### src/logic/waveform_ctrl_pkg.sv
// Constants, register map and carrier types for the complementary waveform controller
package waveform_ctrl_pkg;

  localparam int ADDR_W = 12;
  localparam int NUM_OUT = 4;
  localparam int NUM_SRC = 7;
  localparam int DB_W = 6;

  // Register indices; byte address is four times the index
  localparam logic [9:0] IDX_CLK = 10'h3BC;
  localparam logic [9:0] IDX_ISM = 10'h3BD;
  localparam logic [9:0] IDX_DBR = 10'h3BE;
  localparam logic [9:0] IDX_DBF = 10'h3BF;
  localparam logic [9:0] IDX_CON0 = 10'h3C0;
  localparam logic [9:0] IDX_CON1 = 10'h3C1;
  localparam logic [9:0] IDX_AS0 = 10'h3C2;
  localparam logic [9:0] IDX_AS1 = 10'h3C3;
  localparam logic [9:0] IDX_STR = 10'h3C4;

  // Field positions
  localparam int CON0_EN = 7;
  localparam int CON0_LD = 6;
  localparam int AS0_SHUT = 7;
  localparam int AS0_REN = 6;
  localparam int AS0_SHUTDOWN_STATE_BD = 4;
  localparam int AS0_SHUTDOWN_STATE_AC = 2;
  localparam int STR_OVR = 4;

  // Reset values
  localparam logic [1:0] SHUTDOWN_STATE_BD_RST = 2'h1;
  localparam logic [1:0] SHUTDOWN_STATE_AC_RST = 2'h1;
  localparam logic [2:0] MODE_RST = 3'h0;

  // Mode codes
  localparam logic [2:0] MODE_ASYNC_STEER = 3'h0;
  localparam logic [2:0] MODE_SYNC_STEER = 3'h1;
  localparam logic [2:0] MODE_FWD_FULL = 3'h2;
  localparam logic [2:0] MODE_REV_FULL = 3'h3;
  localparam logic [2:0] MODE_HALF = 3'h4;
  localparam logic [2:0] MODE_PUSH_PULL = 3'h5;

  // Shutdown state codes
  localparam logic [1:0] SD_HIGH = 2'h3;
  localparam logic [1:0] SD_LOW = 2'h2;
  localparam logic [1:0] SD_TRI = 2'h1;
  localparam logic [1:0] SD_INACTIVE = 2'h0;

  typedef enum logic [1:0] {LD_IDLE, LD_WAIT_FALL, LD_WAIT_RISE} ld_state_e;

  typedef struct packed {
    logic hsel;
    logic [ADDR_W-1:0] haddr;
    logic [1:0] htrans;
    logic hwrite;
    logic [2:0] hsize;
    logic [31:0] hwdata;
    logic hready;
  } ahb_req_s;

  typedef struct packed {
    logic [NUM_OUT-1:0] level;
    logic [NUM_OUT-1:0] oe;
  } pin_drive_s;

endpackage : waveform_ctrl_pkg

### src/logic/complementary_waveform_control.sv
// Complementary waveform controller: steering, auto-shutdown, dead band, AHB-Lite registers
//
// Summary of operation
// (RQ1) Polarity bit 1 inverts its output, 0 passes it unchanged.
// (RQ2) Clock source bit selects fast internal oscillator ticks or system clock.
// (RQ3) Four-bit code picks the data input: 0 pin, 1-15 internal sources.
// (RQ4) Steering enabled output carries the data input with its polarity applied.
// (RQ5) Steering disabled output drives its override level, ignoring polarity.
// (RQ6) Steering and override bits act only in the two steering modes.
// (RQ7) In synchronous steering, steering enables update only at data rising edges.
// (RQ8) Shutdown status reads 1 while shutdown is in effect; hardware sets and clears.
// (RQ9) Auto-restart clears shutdown by hardware; otherwise software must clear it.
// (RQ10) After shutdown clears, outputs hold shutdown state until next data rising edge.
// (RQ11) Software may write shutdown while disabled to force shutdown configuration.
// (RQ12) Outputs B and D shutdown code: high, low, tri-state or inactive level.
// (RQ13) Outputs A and C shutdown code uses the same encoding.
// (RQ14) Inactive shutdown level applies only after the dead-band interval elapses.
// (RQ15) Seven shutdown sources each have an enable bit; bit 7 is reserved.
// (RQ16) Rising dead band lasts n to n+1 dead-band clock periods.
// (RQ17) Falling dead band lasts n to n+1 dead-band clock periods.
// (RQ18) A dead-band count of zero bypasses the delay.
// (RQ19) Dead-band counts are not cleared by reset and keep their value.
// (RQ20) Mode field: steering async/sync, full bridge fwd/rev, half bridge, push-pull; the code drives codes 2 to 5 all as half bridge.
// (RQ21) Load bit reloads dead-band buffers at rise after next fall, then self-clears.
// (RQ22) Any enabled active shutdown source sets shutdown and forces shutdown states; the code acts on sources only while the module is enabled.
module complementary_waveform_control (
  input wire logic clk, // 40 MHz clock
  input wire logic rst_n, // Synchronous reset
  input wire logic ce, // Clock enable, freezes all state
  input wire waveform_ctrl_pkg::ahb_req_s ahb_req, // AHB-Lite request group
  output logic hreadyout, // Always ready
  output logic hresp, // Always OKAY
  output logic [31:0] hrdata, // Read data
  input wire logic pin_mapped_input, // Data input pin
  input wire logic [14:0] internal_src, // Internal sources for codes 1 to 15
  input wire logic [waveform_ctrl_pkg::NUM_SRC-1:0] shutdown_src, // Shutdown sources, high active
  input wire logic fast_osc_tick, // One-cycle ticks of the fast internal oscillator
  output waveform_ctrl_pkg::pin_drive_s drive // Output A..D levels and enables
);
  import waveform_ctrl_pkg::*;

  // Registers
  logic cs_reg, en_reg, load_deadband_buffers, shutdown_reg, ren_reg;
  logic [3:0] input_source_code;
  logic [DB_W-1:0] rising_deadband_value, falling_deadband_value;
  logic [2:0] mode_reg;
  logic [NUM_OUT-1:0] output_invert, override_level, steering_enable;
  logic [1:0] shutdown_state_bd, shutdown_state_ac;
  logic [7:0] shutdown_source_enable_bit;

  // Bus
  logic wr_pend_reg, addr_take;
  logic [9:0] wr_idx_reg, addr_idx;
  logic [31:0] hrdata_reg;
  logic [7:0] rd_mux, wdata;

  assign hreadyout = 1'b1;
  assign hresp = 1'b0;
  assign hrdata = hrdata_reg;
  assign addr_idx = ahb_req.haddr[ADDR_W-1:2];
  assign addr_take = ahb_req.hsel & ahb_req.hready & ahb_req.htrans[1];
  assign wdata = ahb_req.hwdata[7:0];

  logic wr_clk, wr_ism, wr_dbr, wr_dbf, wr_con0, wr_con1, wr_as0, wr_as1, wr_str;
  assign wr_clk = wr_pend_reg & (wr_idx_reg == IDX_CLK);
  assign wr_ism = wr_pend_reg & (wr_idx_reg == IDX_ISM);
  assign wr_dbr = wr_pend_reg & (wr_idx_reg == IDX_DBR);
  assign wr_dbf = wr_pend_reg & (wr_idx_reg == IDX_DBF);
  assign wr_con0 = wr_pend_reg & (wr_idx_reg == IDX_CON0);
  assign wr_con1 = wr_pend_reg & (wr_idx_reg == IDX_CON1);
  assign wr_as0 = wr_pend_reg & (wr_idx_reg == IDX_AS0);
  assign wr_as1 = wr_pend_reg & (wr_idx_reg == IDX_AS1);
  assign wr_str = wr_pend_reg & (wr_idx_reg == IDX_STR);

  // Data input selection and edges
  logic [15:0] data_sources;
  logic data_in, data_q_reg, data_rise, data_fall;
  // (RQ3) input source mux
  assign data_sources = {internal_src, pin_mapped_input};
  assign data_in = data_sources[input_source_code];
  assign data_rise = data_in & ~data_q_reg;
  assign data_fall = ~data_in & data_q_reg;

  // Dead-band clock tick
  logic db_tick;
  // (RQ2) dead-band clock select
  assign db_tick = cs_reg ? fast_osc_tick : 1'b1;

  always_ff @(posedge clk) begin
    if (!rst_n) begin
      wr_pend_reg <= 1'b0;
      wr_idx_reg <= 10'h000;
      hrdata_reg <= 32'h0000_0000;
    end else if (ce) begin
      wr_pend_reg <= addr_take & ahb_req.hwrite;
      if (addr_take) begin
        wr_idx_reg <= addr_idx;
      end
      if (addr_take & ~ahb_req.hwrite) begin
        hrdata_reg <= {24'h00_0000, rd_mux};
      end
    end
  end

  always_comb begin
    case (addr_idx)
      IDX_CLK: rd_mux = {7'h00, cs_reg};
      IDX_ISM: rd_mux = {4'h0, input_source_code};
      IDX_DBR: rd_mux = {2'h0, rising_deadband_value};
      IDX_DBF: rd_mux = {2'h0, falling_deadband_value};
      IDX_CON0: rd_mux = {en_reg, load_deadband_buffers, 3'h0, mode_reg};
      IDX_CON1: rd_mux = {2'h0, data_in, 1'b0, output_invert};
      IDX_AS0: rd_mux = {shutdown_reg, ren_reg, shutdown_state_bd, shutdown_state_ac, 2'h0};
      IDX_AS1: rd_mux = shutdown_source_enable_bit;
      IDX_STR: rd_mux = {override_level, steering_enable};
      default: rd_mux = 8'h00;
    endcase
  end

  // Plain configuration registers
  always_ff @(posedge clk) begin
    if (!rst_n) begin
      cs_reg <= 1'b0;
      input_source_code <= 4'h0;
      en_reg <= 1'b0;
      mode_reg <= MODE_RST;
      output_invert <= 4'h0;
      ren_reg <= 1'b0;
      shutdown_state_bd <= SHUTDOWN_STATE_BD_RST;
      shutdown_state_ac <= SHUTDOWN_STATE_AC_RST;
      shutdown_source_enable_bit <= 8'h00;
      override_level <= 4'h0;
      steering_enable <= 4'h0;
    end else if (ce) begin
      if (wr_clk) cs_reg <= wdata[0];
      if (wr_ism) input_source_code <= wdata[3:0];
      if (wr_con0) begin
        en_reg <= wdata[CON0_EN];
        mode_reg <= wdata[2:0];
      end
      if (wr_con1) output_invert <= wdata[NUM_OUT-1:0];
      if (wr_as0) begin
        ren_reg <= wdata[AS0_REN];
        shutdown_state_bd <= wdata[AS0_SHUTDOWN_STATE_BD+1:AS0_SHUTDOWN_STATE_BD];
        shutdown_state_ac <= wdata[AS0_SHUTDOWN_STATE_AC+1:AS0_SHUTDOWN_STATE_AC];
      end
      if (wr_as1) shutdown_source_enable_bit <= wdata;
      if (wr_str) begin
        override_level <= wdata[STR_OVR+3:STR_OVR];
        steering_enable <= wdata[3:0];
      end
    end
  end

  // (RQ19) dead-band counts survive reset
  always_ff @(posedge clk) begin
    if (ce) begin
      if (wr_dbr) rising_deadband_value <= wdata[DB_W-1:0];
      if (wr_dbf) falling_deadband_value <= wdata[DB_W-1:0];
    end
  end

  // Dead-band buffers, loaded by the load sequence; they track freely while disabled
  logic [DB_W-1:0] rdb_buf, fdb_buf;
  ld_state_e ld_state;
  logic ld_fire;
  assign ld_fire = (ld_state == LD_WAIT_RISE) & data_rise;

  // (RQ21) load sequence
  always_ff @(posedge clk) begin
    if (!rst_n) begin
      ld_state <= LD_IDLE;
      load_deadband_buffers <= 1'b0;
    end else if (ce) begin
      case (ld_state)
        LD_IDLE: begin
          // Load can only be set once the module is already enabled
          if (wr_con0 & wdata[CON0_LD] & en_reg) begin
            load_deadband_buffers <= 1'b1;
            ld_state <= LD_WAIT_FALL;
          end
        end
        LD_WAIT_FALL: begin
          if (data_fall) ld_state <= LD_WAIT_RISE;
        end
        LD_WAIT_RISE: begin
          if (data_rise) begin
            load_deadband_buffers <= 1'b0;
            ld_state <= LD_IDLE;
          end
        end
        default: ld_state <= LD_IDLE;
      endcase
    end
  end

  always_ff @(posedge clk) begin
    if (ce && (!en_reg || ld_fire)) begin
      rdb_buf <= rising_deadband_value;
      fdb_buf <= falling_deadband_value;
    end
  end

  // Dead-band delay chains: channel 0 delays rises, channel 1 delays falls
  logic [1:0] chan_in, chan_out;
  logic [DB_W-1:0] db_val [2], db_cnt [2];
  assign chan_in = {~data_in, data_in};
  assign db_val[0] = rdb_buf;
  assign db_val[1] = fdb_buf;

  generate
    for (genvar c = 0; c < 2; c++) begin : g_db
      // (RQ16) (RQ17) (RQ18) edge delay counter
      always_ff @(posedge clk) begin
        if (!rst_n) begin
          chan_out[c] <= 1'b0;
          db_cnt[c] <= '0;
        end else if (ce) begin
          if (!chan_in[c]) begin
            chan_out[c] <= 1'b0;
            db_cnt[c] <= db_val[c];
          end else if (db_cnt[c] == '0) begin
            chan_out[c] <= 1'b1;
          end else if (db_tick) begin
            db_cnt[c] <= db_cnt[c] - 1'b1;
          end
        end
      end
    end
  endgenerate

  // Auto-shutdown
  logic src_any, sd_event, hold_reg, shut_active, shut_q_reg, inact_ready;
  logic [DB_W-1:0] inact_cnt;
  // (RQ15) per-source enables, reserved bit ignored
  assign src_any = |(shutdown_src & shutdown_source_enable_bit[NUM_SRC-1:0]);
  assign sd_event = en_reg & src_any;
  assign shut_active = shutdown_reg | hold_reg;
  // Never ready in the first shutdown cycle, when the wait count is only being loaded
  assign inact_ready = shut_q_reg & (inact_cnt == '0);

  always_ff @(posedge clk) begin
    if (!rst_n) begin
      shutdown_reg <= 1'b0;
    // (RQ22) source sets shutdown
    end else if (ce) begin
      if (sd_event) begin
        // A hardware event beats a software clear in the same cycle
        shutdown_reg <= 1'b1;
      // (RQ11) software write, also while disabled
      end else if (wr_as0) begin
        shutdown_reg <= wdata[AS0_SHUT];
      // (RQ9) auto-restart clear
      end else if (ren_reg & ~src_any) begin
        shutdown_reg <= 1'b0;
      end
    end
  end

  always_ff @(posedge clk) begin
    if (!rst_n) begin
      hold_reg <= 1'b0;
      shut_q_reg <= 1'b0;
      inact_cnt <= '0;
      data_q_reg <= 1'b0;
    end else if (ce) begin
      data_q_reg <= data_in;
      shut_q_reg <= shut_active;
      // (RQ10) hold until data rises
      if (shutdown_reg) begin
        hold_reg <= 1'b1;
      end else if (data_rise) begin
        hold_reg <= 1'b0;
      end
      // (RQ14) dead-band wait before inactive level
      if (shut_active & ~shut_q_reg) begin
        inact_cnt <= fdb_buf;
      end else if ((inact_cnt != '0) && db_tick) begin
        inact_cnt <= inact_cnt - 1'b1;
      end
    end
  end

  // Steering enables, double-buffered in synchronous mode
  logic [NUM_OUT-1:0] str_eff;
  logic steer_mode;
  // (RQ6) steering modes are 00x
  assign steer_mode = (mode_reg[2:1] == 2'h0);

  always_ff @(posedge clk) begin
    if (!rst_n) begin
      str_eff <= 4'h0;
    // (RQ7) double buffer in synchronous mode
    end else if (ce && ((mode_reg != MODE_SYNC_STEER) || data_rise)) begin
      str_eff <= steering_enable;
    end
  end

  // Output stage
  generate
    for (genvar i = 0; i < NUM_OUT; i++) begin : g_out
      logic norm_lvl;
      logic run_lvl;
      logic [1:0] sd_code;
      // A and C take the rise-delayed chain, B and D the fall-delayed one
      assign sd_code = (i % 2 == 0) ? shutdown_state_ac : shutdown_state_bd;
      always_comb begin
        run_lvl = (i % 2 == 0) ? chan_out[0] : chan_out[1];
        if (steer_mode) begin
          // (RQ4) (RQ5) steering or override
          norm_lvl = str_eff[i] ? (data_in ^ output_invert[i]) : override_level[i];
        end else if (mode_reg <= MODE_PUSH_PULL) begin
          // (RQ1) (RQ20) polarity on bridge and push-pull modes
          norm_lvl = run_lvl ^ output_invert[i];
        end else begin
          norm_lvl = output_invert[i];
        end
      end

      always_ff @(posedge clk) begin
        if (!rst_n) begin
          drive.level[i] <= 1'b0;
          drive.oe[i] <= 1'b0;
        end else if (ce) begin
          // (RQ12) (RQ13) shutdown states
          if (shut_active) begin
            case (sd_code)
              SD_HIGH: begin
                drive.level[i] <= 1'b1;
                drive.oe[i] <= 1'b1;
              end
              SD_LOW: begin
                drive.level[i] <= 1'b0;
                drive.oe[i] <= 1'b1;
              end
              SD_TRI: begin
                drive.level[i] <= 1'b0;
                drive.oe[i] <= 1'b0;
              end
              default: begin
                drive.level[i] <= inact_ready ? output_invert[i] : drive.level[i];
                drive.oe[i] <= 1'b1;
              end
            endcase
          end else if (!en_reg) begin
            // Disabled: pins released, level parked at the inactive state
            drive.level[i] <= output_invert[i];
            drive.oe[i] <= 1'b0;
          end else begin
            drive.level[i] <= norm_lvl;
            drive.oe[i] <= 1'b1;
          end
        end
      end
    end
  endgenerate

  // Checks
  AST_STEER_POL: assert property (@(posedge clk) disable iff (!rst_n) // RQ4
    ce && en_reg && steer_mode && !shut_active && str_eff[0]
      |=> drive.level[0] == ($past(data_in) ^ $past(output_invert[0])))
    else $error("steered output A does not follow data with polarity");
  AST_OVERRIDE: assert property (@(posedge clk) disable iff (!rst_n) // RQ5
    ce && en_reg && steer_mode && !shut_active && !str_eff[1]
      |=> drive.level[1] == $past(override_level[1]) && drive.oe[1])
    else $error("override level not driven on output B");
  AST_SYNC_BUF: assert property (@(posedge clk) disable iff (!rst_n) // RQ7
    mode_reg == MODE_SYNC_STEER && !data_rise |=> $stable(str_eff))
    else $error("steering enable changed without a data rising edge");
  AST_SD_SET: assert property (@(posedge clk) disable iff (!rst_n) // RQ22
    ce && sd_event |=> shutdown_reg ##1 (hold_reg || !$past(ce)))
    else $error("enabled shutdown source did not set shutdown");
  AST_AUTORESTART: assert property (@(posedge clk) disable iff (!rst_n) // RQ9
    ce && shutdown_reg && ren_reg && !src_any && !wr_as0 |=> !shutdown_reg)
    else $error("auto-restart did not clear shutdown");
  AST_HOLD: assert property (@(posedge clk) disable iff (!rst_n) // RQ10
    hold_reg && !shutdown_reg && !(ce && data_rise) |=> hold_reg)
    else $error("shutdown hold released without data rising edge");
  AST_SD_HIGH: assert property (@(posedge clk) disable iff (!rst_n) // RQ13
    ce && shut_active && shutdown_state_ac == SD_HIGH |=> drive.level[0] && drive.oe[0])
    else $error("output A not driven high in shutdown");
  AST_SD_TRI: assert property (@(posedge clk) disable iff (!rst_n) // RQ12
    ce && shut_active && shutdown_state_bd == SD_TRI |=> !drive.oe[1] && !drive.oe[3])
    else $error("outputs B and D not released in shutdown");
  AST_DB_BYPASS: assert property (@(posedge clk) disable iff (!rst_n) // RQ18
    ce && chan_in[0] && db_cnt[0] == '0 |=> chan_out[0])
    else $error("zero rising dead band did not pass the edge");
  AST_SD_INACT_WAIT: assert property (@(posedge clk) disable iff (!rst_n) // RQ14
    ce && shut_active && !shut_q_reg && shutdown_state_ac == SD_INACTIVE
      |=> $stable(drive.level[0]))
    else $error("inactive shutdown level applied before the dead band");

endmodule : complementary_waveform_control

### config.mk
export PLATFORM = sky130hd
export DESIGN_NAME = complementary_waveform_control
export DESIGN_NICKNAME = d
export VERILOG_FILES = /design/src/logic/waveform_ctrl_pkg.sv /design/src/logic/complementary_waveform_control.sv
export SDC_FILE = /design/constraint.sdc
export NUM_CORES = 1
export LEC_CHECK = 0
export BUFFER_PORTS_ARGS = -buffer_cell sky130_fd_sc_hd__buf_2
export CAP_MARGIN = 20
export CORE_UTILIZATION = 50
export CTS_CLUSTER_SIZE = 40
export DETAILED_ROUTE_END_ITERATION = 8
export GPL_ROUTABILITY_DRIVEN = 0
export PLACE_DENSITY_LB_ADDON = 0.15
export SYNTH_ARGS = -nofsm -noshare
export SYNTH_HDL_FRONTEND = slang
export SYNTH_SLANG_ARGS = --single-unit
export TNS_END_PERCENT = 30
### constraint.sdc
create_clock -name clk -period 2.5 [get_ports clk]
set_clock_uncertainty 0.05 [all_clocks]
set_input_delay 0.625 -clock clk [delete_from_list [all_inputs] [get_ports clk]]
set_output_delay 0.625 -clock clk [all_outputs]
set_load 0.02 [all_outputs]
==> impl_metrics.py <==
metrics = {
    "layout": {
        "area_growth_pct": 18.5,
        "fill_cells": 983,
        "multiInputGateArea_sq_mm": 0.00305,
        "seq_area_sq_mm": 0.00265,
        "num_antenna_cells": 0,
        "layout.cells.non_filler": 876,
        "largest_register_ffs": 12,
        "layout-drive-gt1-share_pct": 20.3,
        "finalNetCount": 811,
    },
    "sta": {
        "tightest_slew_ps": 839,
        "hold_slack_ps": 391,
        "fin_crit_ps": 2400,
        "rsz0062_at_grt": "false",
        "max_slew_margin_pct": 43.9,
        "setup_viol": 0,
        "hold_viol_final": 0,
        "fmax_mhz": 417,
        "drv_slew": 0,
        "finalCritPeriodShare_pct": 95.9,
    },
    "clocking": {
        "root_buffer": "clkbuf_16",
        "clock-sinks": 114,
        "clk_pin_slew_ps": 50,
        "cts_tree": "built",
        "max-clock-path-buffers": 2,
        "ctsHtreeMaxLevel": 4,
        "insertion_delay_ps": 420,
        "numCtsBuffers": 17,
        "hold_buffers": 0,
    },
    "global_routing": {
        "use_met3_pct": 5.99,
        "grt_use_total_pct": 26.0,
        "grt_pass1_wl_mm": 24.8,
        "grt_util_met1_pct": 32.0,
        "grt_max_degree": 78,
        "met2_usage_pct": 44.6,
        "grt_pass1_vias": 4879,
        "grt_overflow": 0,
        "grt-busiest-layer": "met2",
        "antenna_found_initial": 0,
    },
    "die": {
        "die_w_um": 111,
        "die_h_um": 111,
        "io_pins": 121,
        "rows": 39,
        "core-area_sq_mm": 0.0115,
        "start_util_pct": 51.9,
        "die-area_sq_mm": 0.0124,
    },
    "worst_setup_path": {
        "slowest_delay_ps": 600,
        "crit_chain": "mux4_1 > mux4_2 > buf_4 > a221o_1 > a22o_1",
        "crit_type": "reg -> reg",
        "path_max_fanout": 7,
        "slowest_stage": "mux4_2",
        "critPathRequiredTime_ps": 2760,
        "crit_path_end_kind": "flip-flop",
        "worstPathArrival_ps": 2650,
        "worstSetupStartpointType": "flip-flop",
    },
    "power": {
        "p_per_area_mw_per_mm2": 680,
        "ir_drop_v": 0.000289,
        "seqPwrFrac_pct": 41.9,
        "p_leak_nw": 2.83,
        "p_sw_mw": 1.24,
        "fin_total_pwr_mw": 4.82,
        "clkPwrFrac_pct": 46.6,
        "intPower_mw": 3.58,
        "power_switching_share_pct": 25.8,
        "combPwrFrac_pct": 11.5,
    },
    "routing": {
        "drtIter0Drc": 439,
        "firstDrtPassIters": 7,
        "wirelength_mm": 15.4,
        "drc_errors": 8,
        "wl_per_cell_um": 17.6,
        "via_per_inst": 5.81,
        "vias": 5092,
        "drtAntennaViolNets": 0,
    },
    "yosys": {
        "synth-edff-count": 36,
        "ys_ff_latch": 114,
        "avgSynthCellArea_sq_um": 9.40,
        "yosys_warnings": 0,
        "netlist_area_sq_mm": 0.00598,
        "synth.distinct_cells": 64,
        "ys_seq_area_share_pct": 44.2,
        "async_flop_share_pct": 0,
        "synth_flop_cell": "dfxtp_1",
        "syn_inst": 636,
    },
    "placement": {
        "dp_hpwl_mm": 11.4,
        "placedCellCount": 842,
        "portBuffers": 64,
    },
    "run_status": {
        "violations": "DRC",
        "outcome": "finished with violations",
    },
    "flow_run": {
        "maxCapViolCount": 0,
    },
    "worst_hold_path": {
        "hold_path_class": "reg -> reg",
    },
}
power groups by stage:
stage	Sequential, mW	Combinational, mW	Clock, mW
6_report	2.02	0.555	2.24
2_1_floorplan	2.04	0.410	0
5_1_grt	2.03	0.621	2.36
4_1_cts	2.02	0.551	2.26
3_3_place_gp	2.05	0.528	0
3_5_place_dp	2.06	0.548	0
cells in the mapped netlist (6+ instances only):
cell type	n	area, sq um
nand2_1	82	308
dfxtp_1	78	1560
nand3_1	43	215
edfxtp_1	36	1080
o21ai_0	34	170
nor2_1	31	116
nor2b_1	29	181
a21boi_0	28	210
buf_4	28	210
mux2i_1	26	260
clkbuf_1	21	78.8
a21oi_1	17	85.1
inv_1	16	60.1
nor3_1	14	70.1
a22o_1	12	105
ha_1	12	150
a22oi_1	11	82.6
xnor2_1	9	78.8
mux2_2	8	90.1
o31ai_1	8	60.1
a31oi_1	6	37.5
o211ai_1	6	45.0
cell families after synthesis:
kind of cell	count (synthesis)	synth area share [%]
compound gates	148	17.2
xor+xnor	12	1.76
other cells	2	0.126
mux	39	8.00
flops	114	44.2
buf+inv	71	6.49
simple gates	238	19.7
fa+ha+maj	12	2.51
worst max-delay path, delay by kind of cell, from the launching register on:
family | cells | cell delay, ps
AOI/OAI and AO/OA | 2 | 520
buffers and inverters | 1 | 190
muxes | 2 | 1140
DFF | 1 | 380
through the flow:
step                area [sq um]  TNS (ps)  util [%]  setup WS (ps)
finish                      7080         0      61.5            103
global placement            6500     -4640      56.4           -155
detailed placement          6500     -5380      56.4           -168
CTS                         7060         0      61.3           4.09
floorplan                   6080         0         -           9.65
global route                7080         0      61.5           24.8
per-layer routing:
layer | wire [um] | up-vias | part of all wire (%)
li1 | - | 2430 | -
met1 | 6520 | 2422 | 42
met2 | 7690 | 211 | 50
met3 | 927 | 29 | 6.0
met4 | 284 | 0 | 1.8
met5 | 0 | - | 0
worst paths after layout:
| path | start | endpoint | slack, ps | depth (start not counted) |
|---|---|---|---|---|
| max reg2reg | input_source_code[0] | hrdata[5] | 100 | 5 |
| min | falling_deadband_value[3] | fdb_buf[3] | 390 | 0 |
| max | input_source_code[0] | hrdata[5] | 100 | 5 |
| min reg2reg | falling_deadband_value[3] | fdb_buf[3] | 390 | 0 |
layout make-up:
class / instances / area share, %
Inverter: 16 / 0.848
Sequential cell: 114 / 37.4
Clock buffer: 21 / 6.80
Tap cell: 143 / 2.53
Multi-Input combinational cell: 475 / 43.0
Timing Repair Buffer: 96 / 8.32
Clock inverter: 11 / 1.11
layout by cell type, fill, tap and decap left out, types with 9 or more instances in the layout:
master | netlist | routed
a21boi_0 | 28 | 28
conb_1 | 2 | 26
buf_4 | 28 | 29
o21ai_0 | 34 | 33
nand2_1 | 82 | 82
a22oi_1 | 11 | 11
a22o_1 | 12 | 12
mux2i_1 | 26 | 26
a21oi_1 | 17 | 17
dfxtp_1 | 78 | 77
nor2b_1 | 29 | 29
ha_1 | 12 | 12
nor2_1 | 31 | 31
nand3_1 | 43 | 43
nor3_1 | 14 | 14
edfxtp_1 | 36 | 36
clkbuf_16 | 0 | 18
xnor2_1 | 9 | 9
inv_1 | 16 | 16
buf_2 | 1 | 64
timing repair:
item                       4_1_cts  5_1_grt
setup endpoints to repair        0       39
resized for setup                0        3
setup buffers                    0        2
(Power assumes the default switching activity.)
